==> src/rtl/modbus_fn_pkg.sv <==
package modbus_fn_pkg;

    localparam logic [7:0] FN_RD_COILS  = 8'h01;
    localparam logic [7:0] FN_RD_DISC   = 8'h02;
    localparam logic [7:0] FN_RD_HOLD   = 8'h03;
    localparam logic [7:0] FN_RD_INPUT  = 8'h04;
    localparam logic [7:0] FN_WR_COIL   = 8'h05;
    localparam logic [7:0] FN_WR_REG    = 8'h06;
    localparam logic [7:0] FN_EXC_STAT  = 8'h07;
    localparam logic [7:0] FN_DIAG      = 8'h08;
    localparam logic [7:0] FN_WR_COILS  = 8'h0F;
    localparam logic [7:0] FN_WR_REGS   = 8'h10;
    localparam logic [7:0] FN_DEV_ID    = 8'h2B;

    localparam logic [7:0] EXC_FLAG     = 8'h80;
    localparam logic [7:0] EXC_NONE     = 8'h00;
    localparam logic [7:0] EXC_ILL_FUNC = 8'h01;
    localparam logic [7:0] EXC_ILL_ADDR = 8'h02;
    localparam logic [7:0] EXC_ILL_VAL  = 8'h03;

    localparam int NUM_COILS = 10;
    localparam int NUM_DISC  = 70;
    localparam int NUM_HOLD  = 12;
    localparam int NUM_INPUT = 45;

    localparam logic [15:0] MAX_COILS = 16'h000A;
    localparam logic [15:0] MAX_DISC  = 16'h0046;
    localparam logic [15:0] MAX_HOLD  = 16'h000C;
    localparam logic [15:0] MAX_INPUT = 16'h002D;

    localparam logic [15:0] COIL_OFF = 16'h0000;
    localparam logic [15:0] COIL_ON  = 16'hFF00;

    localparam logic [7:0] COIL_BYTES_MAX = 8'h01;
    localparam logic [7:0] DISC_BYTES_MAX = 8'h07;

    localparam logic [2:0] REQ_LEN  = 3'h6;
    localparam logic [2:0] MIN_LEN  = 3'h2;
    localparam logic [7:0] EXC_LEN  = 8'h03;
    localparam logic [7:0] ECHO_LEN = 8'h06;
    localparam logic [7:0] HDR_LEN  = 8'h03;

    typedef struct packed {
        logic [7:0] data;
        logic       last;
    } byte_beat_type;

    typedef struct packed {
        logic [7:0]  addr;
        logic [7:0]  func;
        logic [15:0] field_a;
        logic [15:0] field_b;
    } request_type;

    typedef enum logic [1:0] {ST_RECV, ST_EVAL, ST_SEND} state_type;

endpackage

==> src/rtl/modbus_slave_function_handler.sv <==
// Overview of operation
// - codes 1-8, 15, 16 and 43 are known and any other is unsupported.
// - codes follow the public protocol plus local ranges and layouts.
// - read coils takes start 0 to 9 and quantity 1 to 10.
// - a good read-coils answer has byte count 1 and one coil byte.
// - read discrete inputs takes start 0 to 69 and quantity 1 to 70.
// - a good discrete-input answer has byte count 1 to 7 and packed bits.
// - read holding registers takes start 0 to 11 and quantity 1 to 12.
// - a good holding-register answer has count 2q then two bytes each.
// - read input registers takes start 0 to 44 and quantity 1 to 45.
// - a good input-register answer has code 4, count 2q and the words.
// - single coil write: address 0 to 9, 0x0000 or 0xFF00, echoed.
// - single register write: address 0 to 11, address and value echoed.
// - the written value is stored raw in the addressed holding register.
// - an error answer is address, code plus 128 and exception 1 to 3.
module modbus_slave_function_handler
    import modbus_fn_pkg::*;
(
    input  wire logic                      clk_i,
    input  wire logic                      srst_i,
    input  wire logic [7:0]                station_addr_i,
    input  wire byte_beat_type             rx_beat_i,
    input  wire logic                      rx_valid_i,
    input  wire logic                      rx_crc_ok_i,
    output logic                           rx_ready_o,
    output byte_beat_type                  tx_beat_o,
    output logic                           tx_valid_o,
    input  wire logic                      tx_ready_i,
    input  wire logic [NUM_DISC-1:0]       disc_i,
    input  wire logic [NUM_INPUT-1:0][15:0] input_regs_i,
    output logic [NUM_COILS-1:0]           coils_o,
    output logic [NUM_HOLD-1:0][15:0]      hold_regs_o,
    output logic                           hold_wr_o,
    output logic [3:0]                     hold_wr_addr_o,
    output logic [15:0]                    hold_wr_data_o,
    output logic                           ext_req_o,
    output logic [7:0]                     ext_func_o
);

    state_type               state_reg;
    logic [5:0][7:0]         req_bytes_reg;
    logic [2:0]              rx_cnt_reg;
    logic [2:0]              frame_len_reg;
    logic                    crc_ok_reg;
    logic [7:0]              exc_reg;
    logic [7:0]              len_reg;
    logic [7:0]              bc_reg;
    logic [7:0]              idx_reg;
    logic                    tx_valid_reg;
    byte_beat_type           tx_beat_reg;
    logic [NUM_COILS-1:0]    coils_reg;
    logic [NUM_HOLD-1:0][15:0] hold_reg;
    logic                    hold_wr_reg;
    logic [3:0]              hold_wr_addr_reg;
    logic [15:0]             hold_wr_data_reg;
    logic                    ext_req_reg;
    logic [7:0]              ext_func_reg;

    request_type             req;
    logic [15:0]             fa;
    logic [15:0]             fb;
    logic [16:0]             span;
    logic                    rx_take;
    logic                    known;
    logic                    handled;
    logic                    frame_match;
    logic                    respond;
    logic                    wr_ok;
    logic [7:0]              chk_exc;
    logic [7:0]              eval_exc;
    logic [7:0]              bit_bytes;
    logic [7:0]              eval_bc;
    logic [7:0]              eval_len;
    logic                    tx_load;
    logic                    tx_done;
    logic [7:0]              k;
    logic [5:0]              ri;
    logic [71:0]             bit_src;
    logic [71:0]             bit_packed;
    logic [15:0]             word;
    logic [7:0]              out_byte;

    assign req     = req_bytes_reg;
    assign fa      = req.field_a;
    assign fb      = req.field_b;
    assign span    = {1'b0, fa} + {1'b0, fb};
    assign rx_ready_o = (state_reg == ST_RECV);
    assign rx_take = rx_valid_i && rx_ready_o;

    // quantity is judged before the address span
    function automatic logic [7:0] range_exc(input logic [15:0] q,
                                             input logic [16:0] s,
                                             input logic [15:0] mx);
        if (q == 16'h0000 || q > mx) begin
            return EXC_ILL_VAL;
        end else if (s > {1'b0, mx}) begin
            return EXC_ILL_ADDR;
        end
        return EXC_NONE;
    endfunction

    always_comb begin
        chk_exc = EXC_NONE;
        known   = 1'b1;
        handled = 1'b1;
        case (req.func)
            FN_RD_COILS: chk_exc = range_exc(fb, span, MAX_COILS);
            FN_RD_DISC:  chk_exc = range_exc(fb, span, MAX_DISC);
            FN_RD_HOLD:  chk_exc = range_exc(fb, span, MAX_HOLD);
            FN_RD_INPUT: chk_exc = range_exc(fb, span, MAX_INPUT);
            FN_WR_COIL: begin
                if (fb != COIL_OFF && fb != COIL_ON) begin
                    chk_exc = EXC_ILL_VAL;
                end else if (fa >= MAX_COILS) begin
                    chk_exc = EXC_ILL_ADDR;
                end
            end
            FN_WR_REG: begin
                if (fa >= MAX_HOLD) begin
                    chk_exc = EXC_ILL_ADDR;
                end
            end
            FN_EXC_STAT, FN_DIAG, FN_WR_COILS, FN_WR_REGS, FN_DEV_ID: begin
                handled = 1'b0;
            end
            default: begin
                known   = 1'b0;
                handled = 1'b0;
            end
        endcase
    end

    assign eval_exc    = known ? chk_exc : EXC_ILL_FUNC;
    assign frame_match = crc_ok_reg && (req.addr == station_addr_i)
                         && (frame_len_reg >= MIN_LEN);
    assign respond     = frame_match
                         && (!known || (handled && frame_len_reg == REQ_LEN));
    assign wr_ok       = respond && known && handled && eval_exc == EXC_NONE;
    assign bit_bytes   = 8'((fb[7:0] + 8'h07) >> 3);

    always_comb begin
        eval_bc  = 8'h00;
        eval_len = ECHO_LEN;
        if (eval_exc != EXC_NONE) begin
            eval_len = EXC_LEN;
        end else if (req.func == FN_RD_COILS) begin
            eval_bc = COIL_BYTES_MAX;
        end else if (req.func == FN_RD_DISC) begin
            eval_bc = (bit_bytes > DISC_BYTES_MAX) ? DISC_BYTES_MAX
                                                   : bit_bytes;
        end else if (req.func == FN_RD_HOLD || req.func == FN_RD_INPUT) begin
            eval_bc = {fb[6:0], 1'b0};
        end
        if (eval_exc == EXC_NONE && req.func <= FN_RD_INPUT) begin
            eval_len = HDR_LEN + eval_bc;
        end
    end

    always_ff @(posedge clk_i) begin
        if (srst_i) begin
            state_reg <= ST_RECV;
        end else begin
            case (state_reg)
                ST_RECV: begin
                    if (rx_take && rx_beat_i.last) begin
                        state_reg <= ST_EVAL;
                    end
                end
                ST_EVAL: state_reg <= respond ? ST_SEND : ST_RECV;
                ST_SEND: begin
                    if (tx_done) begin
                        state_reg <= ST_RECV;
                    end
                end
                default: state_reg <= ST_RECV;
            endcase
        end
    end

    // bytes past the sixth are not kept; the count stops at six and a longer frame gets length 7
    always_ff @(posedge clk_i) begin
        if (srst_i) begin
            req_bytes_reg <= '0;
            rx_cnt_reg    <= 3'h0;
            frame_len_reg <= 3'h0;
            crc_ok_reg    <= 1'b0;
        end else if (rx_take) begin
            if (rx_cnt_reg < REQ_LEN) begin
                req_bytes_reg[3'h5 - rx_cnt_reg] <= rx_beat_i.data;
            end
            if (rx_beat_i.last) begin
                rx_cnt_reg    <= 3'h0;
                frame_len_reg <= (rx_cnt_reg < REQ_LEN) ? rx_cnt_reg + 3'h1
                                                        : 3'h7;
                crc_ok_reg    <= rx_crc_ok_i;
            end else if (rx_cnt_reg < REQ_LEN) begin
                rx_cnt_reg <= rx_cnt_reg + 3'h1;
            end
        end
    end

    always_ff @(posedge clk_i) begin
        if (srst_i) begin
            exc_reg <= EXC_NONE;
            len_reg <= 8'h00;
            bc_reg  <= 8'h00;
        end else if (state_reg == ST_EVAL) begin
            exc_reg <= eval_exc;
            len_reg <= eval_len;
            bc_reg  <= eval_bc;
        end
    end

    assign k   = idx_reg - HDR_LEN;
    assign ri  = fa[5:0] + k[6:1];
    assign bit_src = (req.func == FN_RD_COILS) ? 72'(coils_reg)
                                               : 72'(disc_i);
    assign bit_packed = (bit_src >> fa[6:0])
                        & ~({72{1'b1}} << fb[6:0]);

    always_comb begin
        word = 16'h0000;
        if (req.func == FN_RD_HOLD && ri < 6'(NUM_HOLD)) begin
            word = hold_reg[ri[3:0]];
        end else if (req.func == FN_RD_INPUT && ri < 6'(NUM_INPUT)) begin
            word = input_regs_i[ri];
        end
    end

    always_comb begin
        out_byte = 8'h00;
        if (idx_reg == 8'h00) begin
            out_byte = req.addr;
        end else if (idx_reg == 8'h01) begin
            out_byte = (exc_reg != EXC_NONE) ? (req.func | EXC_FLAG)
                                             : req.func;
        end else if (exc_reg != EXC_NONE) begin
            out_byte = exc_reg;
        end else if (req.func == FN_WR_COIL || req.func == FN_WR_REG) begin
            case (idx_reg)
                8'h02:   out_byte = fa[15:8];
                8'h03:   out_byte = fa[7:0];
                8'h04:   out_byte = fb[15:8];
                default: out_byte = fb[7:0];
            endcase
        end else if (idx_reg == 8'h02) begin
            out_byte = bc_reg;
        end else if (req.func <= FN_RD_DISC) begin
            out_byte = bit_packed[{k[2:0], 3'b000} +: 8];
        end else begin
            out_byte = k[0] ? word[7:0] : word[15:8];
        end
    end

    assign tx_load = (state_reg == ST_SEND) && (!tx_valid_reg || tx_ready_i);
    assign tx_done = tx_load && (idx_reg == len_reg);

    always_ff @(posedge clk_i) begin
        if (srst_i) begin
            idx_reg      <= 8'h00;
            tx_valid_reg <= 1'b0;
            tx_beat_reg  <= '0;
        end else if (state_reg == ST_EVAL) begin
            idx_reg <= 8'h00;
        end else if (tx_load) begin
            if (idx_reg < len_reg) begin
                tx_valid_reg     <= 1'b1;
                tx_beat_reg.data <= out_byte;
                tx_beat_reg.last <= (idx_reg == len_reg - 8'h01);
                idx_reg          <= idx_reg + 8'h01;
            end else begin
                tx_valid_reg <= 1'b0;
            end
        end
    end

    always_ff @(posedge clk_i) begin
        if (srst_i) begin
            coils_reg <= '0;
        end else if (state_reg == ST_EVAL && wr_ok
                     && req.func == FN_WR_COIL) begin
            coils_reg[fa[3:0]] <= (fb == COIL_ON);
        end
    end

    for (genvar i = 0; i < NUM_HOLD; i++) begin : g_hold
        always_ff @(posedge clk_i) begin
            if (srst_i) begin
                hold_reg[i] <= 16'h0000;
            end else if (state_reg == ST_EVAL && wr_ok
                         && req.func == FN_WR_REG && fa[3:0] == 4'(i)) begin
                hold_reg[i] <= fb;
            end
        end
    end

    always_ff @(posedge clk_i) begin
        if (srst_i) begin
            hold_wr_reg      <= 1'b0;
            hold_wr_addr_reg <= 4'h0;
            hold_wr_data_reg <= 16'h0000;
            ext_req_reg      <= 1'b0;
            ext_func_reg     <= 8'h00;
        end else begin
            hold_wr_reg <= (state_reg == ST_EVAL) && wr_ok
                           && req.func == FN_WR_REG;
            ext_req_reg <= (state_reg == ST_EVAL) && frame_match
                           && known && !handled;
            if (state_reg == ST_EVAL) begin
                hold_wr_addr_reg <= fa[3:0];
                hold_wr_data_reg <= fb;
                ext_func_reg     <= req.func;
            end
        end
    end

    assign tx_beat_o      = tx_beat_reg;
    assign tx_valid_o     = tx_valid_reg;
    assign coils_o        = coils_reg;
    assign hold_regs_o    = hold_reg;
    assign hold_wr_o      = hold_wr_reg;
    assign hold_wr_addr_o = hold_wr_addr_reg;
    assign hold_wr_data_o = hold_wr_data_reg;
    assign ext_req_o      = ext_req_reg;
    assign ext_func_o     = ext_func_reg;

    logic ev;
    assign ev = (state_reg == ST_EVAL) && frame_match;
endmodule // modbus_slave_function_handler

==> config.mk <==
export PLATFORM = sky130hd
export DESIGN_NAME = modbus_slave_function_handler
export DESIGN_NICKNAME = d
export VERILOG_FILES = /design/src/rtl/modbus_fn_pkg.sv /design/src/rtl/modbus_slave_function_handler.sv
export SDC_FILE = /design/constraint.sdc
export NUM_CORES = 1
export LEC_CHECK = 0
export BUFFER_PORTS_ARGS = -buffer_cell sky130_fd_sc_hd__buf_2
export CAP_MARGIN = 20
export CORE_AREA = 2 2 405 407
export CTS_CLUSTER_DIAMETER = 200
export DETAILED_ROUTE_END_ITERATION = 6
export DIE_AREA = 0 0 407 409
export RECOVER_POWER = 25
export SYNTH_ARGS = -nofsm -noshare
export SYNTH_HDL_FRONTEND = slang
export SYNTH_SLANG_ARGS = --single-unit
export TNS_END_PERCENT = 20
==> constraint.sdc <==
create_clock -name clk_i -period 4.6 [get_ports clk_i]
set_input_delay 0.23 -clock clk_i [delete_from_list [all_inputs] [get_ports clk_i]]
set_output_delay 0.23 -clock clk_i [all_outputs]
set_load 0.01 [all_outputs]
# Word level (Yosys, flattened, before mapping)

Cells that the tools add are included.

Flip-flop bits (word level): 331
Input bits: 812

$add $sub $neg: 9
Order comparisons: 24
Equal/unequal tests: 36
Shift-type cells: 3
Mux-type cells: 68
Bitwise operators: 3
Reductions and logical operators: 65

Operators with widths:

| cell                  | count |
|---|---|
| $mux 8                | 27 |
| $bmux 16 s6           | 1 |
| $and 72x72->72        | 1 |
| $not 72->72           | 1 |
| $shiftx 72x7->8       | 1 |
| $shl 72x7->72 const A | 1 |
| $shr 70x7->72         | 1 |
| $mux 70               | 1 |
| $bmux 16 s4           | 1 |
| $mux 16               | 4 |
| $bwmux 48             | 1 |
| $pmux 8 s6            | 1 |
| $eq 8x3->1 const B    | 5 |
| $logic_and 1x1->1     | 35 |
| $gt 17x4->1 const B   | 2 |
| $eq 8x2->1 const B    | 4 |
| $ge 16x4->1 const B   | 2 |
| $gt 16x4->1 const B   | 2 |
| $demux 8 s3           | 1 |
| $eq 8x8->1            | 3 |
| $pmux 8 s3            | 1 |
| $add 16x16->17        | 1 |
| $gt 17x6->1 const B   | 1 |
| $gt 17x7->1 const B   | 1 |
| other kinds (60)      | 109 |

# Depth between registers and ports, before layout

Gate-level depths: netlist (run 1).

Word-level depth: 13
Gate-level depth with buffers: 21

# Worst setup path before layout (run 1)

OpenSTA, ideal clock, no wires.

Path kind: flip-flop to flip-flop
Start: register idx_reg[0]
End: register tx_beat_reg, in the netlist tx_beat_o[2]
Arrival time: 4.833 ns
Required time: 4.484 ns
Setup slack: -0.349 ns
Cell stages (with the launch flop): 19
Buffers on the path: 7
Cells stage by stage: dfxtp_1 -> clkbuf_1 -> inv_1 -> clkbuf_1 -> buf_1 -> ha_1 -> ha_1 -> inv_1 -> fa_1 -> buf_2 -> buf_2 -> buf_2 -> buf_1 -> mux4_2 -> mux4_2 -> mux2i_1 -> o22ai_1 -> o211a_1 -> o211a_1

RTL lines:

| what                                             | line                                                                       | text |
|---|---|---|
| start: declaration                               | modbus_slave_function_handler.sv:48                                        | `logic [7:0] idx_reg;` |
| start signal: assignment                         | modbus_slave_function_handler.sv:270                                       | `idx_reg <= idx_reg + 8'h01;` |
| $sub 7x2->7 *                                    | modbus_slave_function_handler.sv:214                                       | `assign k = idx_reg - HDR_LEN;` |
| via k[0]                                         | modbus_slave_function_handler.sv:76                                        | `logic [7:0] k;` |
| $shiftx 72x7->8 / $mux 8 (equally long branches) | modbus_slave_function_handler.sv:249, modbus_slave_function_handler.sv:251 |  |
| $mux 8 *                                         | modbus_slave_function_handler.sv:248                                       | `end else if (req.func <= FN_RD_DISC) begin` |
| $mux 8 *                                         | modbus_slave_function_handler.sv:246                                       | `end else if (idx_reg == 8'h02) begin` |
| $mux 8 *                                         | modbus_slave_function_handler.sv:239                                       | `end else if (req.func == FN_WR_COIL \|\| req.func == FN_WR_REG) begin` |
| $mux 8 *                                         | modbus_slave_function_handler.sv:237                                       | `end else if (exc_reg != EXC_NONE) begin` |
| $mux 8 *                                         | modbus_slave_function_handler.sv:234                                       | `end else if (idx_reg == 8'h01) begin` |
| $mux 8 *                                         | modbus_slave_function_handler.sv:232                                       | `if (idx_reg == 8'h00) begin` |
| end: declaration                                 | modbus_slave_function_handler.sv:50                                        | `byte_beat_type tx_beat_reg;` |

The timed path passes the listed nets; every way through them passes the cells marked *. The select of a mux whose other input is x is not followed.
A chain may end at the register's enable or synchronous reset.

# Final worst setup path (run 1)

Start: register idx_reg[1]
End: register tx_beat_reg, in the netlist tx_beat_o[2]

Longest elaborated chain between the ends: 13

Ends and longest elaborated chain:

| what                                                                      | line                                                                       | text |
|---|---|---|
| $sub 7x2->7 *                                                             | modbus_slave_function_handler.sv:214                                       |  |
| via k[1]                                                                  | modbus_slave_function_handler.sv:76                                        |  |
| $add 6x6->6                                                               | modbus_slave_function_handler.sv:215                                       | `assign ri = fa[5:0] + k[6:1];` |
| $bmux 16 s6 / $lt 6x6->1 (equally long branches)                          | modbus_slave_function_handler.sv:226, modbus_slave_function_handler.sv:225 |  |
| $mux 16 (implied by the code) / $logic_and 1x1->1 (equally long branches) | modbus_slave_function_handler.sv:226, modbus_slave_function_handler.sv:225 |  |
| $mux 16                                                                   | modbus_slave_function_handler.sv:225                                       | `end else if (req.func == FN_RD_INPUT && ri < 6'(NUM_INPUT)) begin` |
| $mux 16                                                                   | modbus_slave_function_handler.sv:223                                       | `if (req.func == FN_RD_HOLD && ri < 6'(NUM_HOLD)) begin` |
| $mux 8                                                                    | modbus_slave_function_handler.sv:251                                       | `out_byte = k[0] ? word[7:0] : word[15:8];` |
| $mux 8 *                                                                  | modbus_slave_function_handler.sv:248                                       |  |
| $mux 8 *                                                                  | modbus_slave_function_handler.sv:246                                       |  |
| $mux 8 *                                                                  | modbus_slave_function_handler.sv:239                                       |  |
| $mux 8 *                                                                  | modbus_slave_function_handler.sv:237                                       |  |
| $mux 8 *                                                                  | modbus_slave_function_handler.sv:234                                       |  |
| $mux 8 *                                                                  | modbus_slave_function_handler.sv:232                                       |  |

Marked as above.

==> results of run 1 <==
## area by class of cell
type                       count  share of cell area [%]
sequential                   325                   16.09
timing repair buffer        1366                   19.81
inverter                      38                  0.3517
tap                         2175                   6.709
multi-input combinational   2521                   53.13
antenna                       51                  0.3146
clock buffer                  51                   2.773
clock inverter                20                  0.8144
## repair_timing
item                                   CTS  global route
pin swaps                                1             0
hold buffers                            10             0
gates resized for setup                  3             4
setup endpoints to repair                2             1
buffers inserted                         0             0
cloned                                   0             0
endpoints found under the hold margin   17             0
## path summary, 6_finish.rpt
check / start / end / depth (start not counted)
worst min-delay path: rx_beat_i[5] / req[44] / 3
worst max-delay path: idx_reg[1] / tx_beat_o[2] / 15
worst min register to register: hold_wr_data_o[2] / hold_wr_data_o[2] / 2
worst max register to register: idx_reg[1] / tx_beat_o[2] / 15
## stage by stage
step                       TNS (ns)  area [µm²]  cells
after floorplan            -0.02394       29490   3197
after global routing      -0.004992       40540   6538
after detailed placement    -0.3184       39030   6415
after CTS                         0       40600   6496
final                             0       40560   6547
after global placement      -0.2153       39030   6415
## placed cells by master, fill, tap and decap left out, types with 19 or more instances in the layout
cell type / n
buf_2: 912
nor2_1: 371
nand2_1: 369
mux2i_1: 341
mux4_2: 323
dfxtp_1: 317
buf_4: 257
a21oi_1: 162
clkbuf_1: 146
o21ai_0: 116
nand3_1: 112
diode_2: 51
mux2_2: 45
buf_12: 43
a31oi_1: 42
clkbuf_16: 42
inv_1: 36
nor3_1: 35
nand4_1: 35
ha_1: 35
a22oi_1: 27
a211oi_1: 26
nand2b_1: 24
xnor2_1: 23
o22ai_1: 22
and3_1: 21
o221ai_1: 21
nor4_1: 20
o211ai_1: 19
## cell usage after synthesis, drive strengths merged (42+ instances only)
library cell	number	area, µm²
a21oi	162	810.8
a31oi	42	262.8
buf	130	699.4
clkbuf	183	686.9
dfxtp	325	6506
mux2	45	506.7
mux2i	341	3413
mux4	323	7274
nand2	370	1391
nand3	112	560.5
nand4	47	456.7
nor2	374	1406
o21ai	118	590.6
## where the power goes
part	leakage (µW)	switching [µW]	internal (µW)
registers	0.00262	24.6	2820
clock network	0.000703	1410	2140
logic	0.0140	696	592
## cell families (layout without fill, tap and decap cells)
logic type               after synthesis  count (layout)  share of synthesized area, %
XOR/XNOR                              41              41                         1.218
buffers and inverters                351            1475                         5.187
AO/OA/AOI/OAI                        636             636                         14.60
flip-flops                           325             325                         22.07
AND/OR/NAND/NOR                     1097            1097                         17.28
other                                  0              51                             0
adder cells (fa/ha/maj)               38              38                         1.664
multiplexers                         709             709                         37.98
## metal layers
| layer | up-vias | wire length, µm | GRT usage, % |
|---|---|---|---|
| met2 | 2036 | 95560 | 37.93 |
| met1 | 17100 | 87900 | 32.03 |
| met3 | 341 | 21420 | 7.242 |
| met5 | - | 283 | 0 |
| li1 | 14520 | - | - |
| met4 | 50 | 9618 | 9.355 |
## worst max-delay path: cells and delay by family (launching register included)
family | cells | cell delay, ns
flip-flops | 1 | 0.35
adder cells (fa/ha/maj) | 3 | 1.32
buffers and inverters | 6 | 0.94
multiplexers | 3 | 1.13
AO/OA/AOI/OAI | 3 | 0.58
==> metrics.cfg, run 1 <==
[timing]
report.final.slew_viol_count = 0
skew_ns = 0.02757
fin_ws_ns = 0.1368
setup_viol = 0
slew_headroom_pct = 33.43
worst_pin_slew_ns = 0.9847
hold_violations = 0
min_period_ns = 4.463
layout_worst_path_cycle_share_pct = 97.03
holdWs_ns = 0.05555
fmax_mhz = 224.1

[power_and_ir_drop]
ir_drop_uv = 212.9
power_density_mw_per_mm2 = 189.5
leakagePower_uw = 0.01731
power_uw = 7685

[clock_tree]
cts_buffer_depth = 3
cts_buffers = 40
clkSinkCount = 325
htreeDepth = 2
clock_latency_ns = 0.58
clk_pin_slew_ns = 0.07
cts_root_buf = clkbuf_16
cts_tree = done

[layout]
num-nets-final = 5142
largest_reg_flops = 192
drive_gt1_share_pct = 39.69
multiInputGateArea_mm2 = 0.02155
fill_cells = 17760
fin_util_pct = 25.03
regArea_mm2 = 0.006526
area_delta_synth_final_pct = 37.60

[critical_path]
crit_path_end_kind = flop
critPathKind = flop to flop
arrival_ns = 4.92
worst_ep_required_time_ns = 5.06
cp-start-kind = flop
critPathMaxStageDelay_ns = 0.81
slowest_stage = fa_4
crit_path_cell_trace = inv_1 -> ha_1 -> ha_4 -> inv_1 -> fa_4 -> buf_12 -> buf_16 -> buf_12 -> mux4_2 -> mux4_2 -> mux2i_1 -> buf_4 -> o22ai_1 -> o211a_1 -> o211a_1
path_max_fanout = 18
regToRegSetupSlack_ns = 0.14

[routing]
drtIter0Drc = 3800
wl_um = 214800
detail_route.first_pass.iterations = 6
vias_per_cell = 5.201
ant_nets = 0
wire_per_inst_um = 32.81
num_vias = 34050
drc = 0

[outcome]
status = complete, no violations

[grt]
overflow = 0
grt_first_pass_wirelength_um = 283700
track_usage_pct = 24.56
grt_max_degree = 175
grt_pass1_vias = 32620
antenna_found_initial = 107

[place]
dp_slack_ns = -0.1997
gpl.final_weighted_congestion = 1.041
place_hpwl_um = 179400
portBuffers = 1054

[yosys]
synth_warnings = 0
synth_flop_cell = dfxtp_1
async_reset_ff_share_pct = 0
seq_area_frac_synth_pct = 22.07
syn_inst = 3197
synth_fp_nets = 4047
syn_area_mm2 = 0.02948
synth_area_per_cell_um2 = 9.220
synth.distinct_cells = 89
synth_edf_count = 0
yosys_register_bits = 325

[floorplanning]
placementRows = 148
initial_core_util_pct = 18.19
core_area_mm2 = 0.1620
dieWidth_um = 407
die_area_mm2 = 0.1665
ios = 1055
fp.dieH_um = 409

[run]
max_cap_violations = 0

[min_path]
hp-class = primary input to flop

No activity file was read; power rests on OpenSTA's default activity.
==> run 2: changes to the inputs <==
Settings changed: ABC_AREA set to 1, CORE_AREA 2 2 405 407 to 2 2 415 417, DIE_AREA 0 0 407 409 to 0 0 417 419.
==> run 2 against run 1 <==
Net effect: the run now ends with DRC left; combinational power grew 74%; fmax is 2.9% lower; register-to-register slack lost 0.13 ns; clock-buffer cell count rose by 4; area after synthesis shrank 1.4%; flip-flop and latch count stayed put; critical path depth grew 8; critical path type unchanged; utilization fell by 1.5 points; routed wire length up 15%; via count increased by 27%; total power grew 9.3%; sequential power is essentially flat.
==> metrics.cfg, run 2 <==
[layout]
fill_cells = 19590
regArea_mm2 = 0.006515
area_delta_synth_final_pct = 38.32
final_cell_mix = nand2_1, buf_2, nor2_1, o21ai_0, nand3_1
fin_util_pct = 23.57
layout_commonest_cell = nand2_1
fin_area_mm2 = 0.04021
final_cells = 8232
drive_gt1_share_pct = 23.92
multiInputGateArea_mm2 = 0.02025
largest_reg_flops = 192
num-nets-final = 6762

[routing]
drtIter0Drc = 5058
wire_per_inst_um = 29.92
wl_um = 246300
ant_nets = 0
vias_per_cell = 5.249
drc = 12
num_vias = 43210
detail_route.first_pass.iterations = 7

[critical_path]
arrival_ns = 5.06
crit_path_end_kind = flop
critPathKind = flop to flop
path_max_fanout = 14
startpoint = idx_reg[1]
worst_ep_required_time_ns = 5.07
cp-start-kind = flop
reg2reg_from = idx_reg[1]

[floorplanning]
placementRows = 152
dieWidth_um = 417
ios = 1055
core_area_mm2 = 0.1706
initial_core_util_pct = 17.04
fp.dieH_um = 419
die_area_mm2 = 0.1747

[power_and_ir_drop]
leakagePower_uw = 0.01806
power_uw = 8402
ir_drop_uv = 263.3
power_density_mw_per_mm2 = 209.0

[yosys]
synth_top_area_cell = dfxtp_1
synth_area_per_cell_um2 = 5.908
synth.distinct_cells = 68
synth_common_cells = nand2_1, o21ai_0, nor2_1
syn_inst = 4920
yosysMostFrequentCell = nand2_1
syn_area_mm2 = 0.02907
synth_edf_count = 0
yosys_register_bits = 325
synth_warnings = 0
async_reset_ff_share_pct = 0
synth_fp_nets = 5770
synth_flop_cell = dfxtp_1
seq_area_frac_synth_pct = 22.38
synthTopCellsByArea = dfxtp_1, nand2_1, o21ai_0
synth_top_area_share_pct = 22.38

[outcome]
status = finished, violations left
failed_checks = DRC

[timing]
skew_ns = 0.03763
worst_pin_slew_ns = 1.086
slew_headroom_pct = 27.58
hold_violations = 0
min_period_ns = 4.596
setup-tns-final_ns = 0
layout_worst_path_cycle_share_pct = 99.92
setup_viol = 0
fmax_mhz = 217.6
report.final.slew_viol_count = 0

[grt]
grt_first_pass_wirelength_um = 326300
grt_max_degree = 145
track_usage_pct = 26.51
antenna_found_initial = 126
overflow = 0
grt_pass1_vias = 39790

[place]
place_hpwl_um = 199200
placedCellCount = 8085
portBuffers = 1054
place_area_mm2 = 0.03831
gpl.final_weighted_congestion = 1.003

[clock_tree]
cts_root_buf = clkbuf_16
clkSinkCount = 325
htreeDepth = 2
cts_buffers = 39
clock_latency_ns = 0.61
clk_pin_slew_ns = 0.07
cts_buffer_depth = 3
cts_tree = done

[min_path]
min_from = rx_beat_i[3]
hp-class = primary input to flop

[run]
max_cap_violations = 0

run 2: path summary, 6_finish.rpt:
path,to,slack (ns),cells past startpoint
max,tx_beat_o[5],0.004,23
min,fa[10],0.03,3
max reg2reg,tx_beat_o[5],0.004,23
min reg2reg,bc_reg[7],0.45,2
run 2: cell families after synthesis:
kind of cell             after synthesis  share of synthesized area [%]
AO/OA/AOI/OAI                       1461                          29.64
XOR/XNOR                              34                          1.076
AND/OR/NAND/NOR                     2403                          35.96
flip-flops                           325                          22.38
multiplexers                           2                        0.07317
buffers and inverters                657                          9.181
adder cells (fa/ha/maj)               38                          1.687
run 2: layout make-up:
type | instances | share of cell area [%]
Multi-Input combinational cell | 3938 | 50.36
Timing Repair Buffer | 1358 | 20.43
Sequential cell | 325 | 16.20
Tap cell | 2233 | 6.948
Clock buffer | 55 | 2.825
Inverter | 248 | 2.408
Clock inverter | 11 | 0.3952
Antenna cell | 62 | 0.3858
Timing Repair inverter | 2 | 0.04979
run 2: worst max-delay path, cell delays in order (launching register included):
cell       delay, ns
dfxtp_1         0.32
buf_4           0.17
ha_4            0.18
xor2_4          0.16
fa_4            0.83
buf_12          0.17
inv_12          0.07
buf_16          0.17
buf_16          0.17
a21oi_2         0.41
a22oi_2         0.35
nand2_1         0.19
o2111ai_4       0.17
nand3_2         0.11
o211ai_1        0.10
nand3_2         0.17
buf_4           0.14
a31oi_2         0.10
nand2_1         0.10
nand2_1         0.08
nand2_1         0.07
nand2_1         0.05
nand2_1         0.06
a21oi_1         0.06
run 2: power by group:
part | switching [µW] | internal [µW] | total [µW]
Clock | 1400 | 1890 | 3290
Sequential | 23.8 | 2840 | 2860
Combinational | 1460 | 793 | 2250
Total | 2880 | 5530 | 8400
run 2: metal layers:
layer  track usage, %  part of all wire, %  vias to the layer above
met5                0                 0.27                        -
met4            16.61                  7.3                      104
met3            9.600                   11                      685
met2            42.83                   45                     2659
met1            29.58                   36                    20500
li1                 -                    -                    19260
run 2: what timing repair did:
| action | in CTS | in global routing |
|---|---|---|
| gates resized for setup | 33 | 45 |
| setup buffers | 5 | 5 |
| cloned | 4 | 3 |
| pin swaps | 8 | 20 |
| endpoints found under the hold margin | 2 | 0 |
| endpoints found under the setup margin | 8 | 13 |
| hold buffers | 2 | 0 |
run 2: metrics by stage:
step,setup WS [ns],hold slack (ns)
6_report,0.003791,0.03004
5_1_grt,-0.02665,0.05619
4_1_cts,-0.01819,0.003675
3_5_place_dp,-0.6576,0.4317
3_3_place_gp,-0.6850,0.4309
2_1_floorplan,0.2894,0.3649
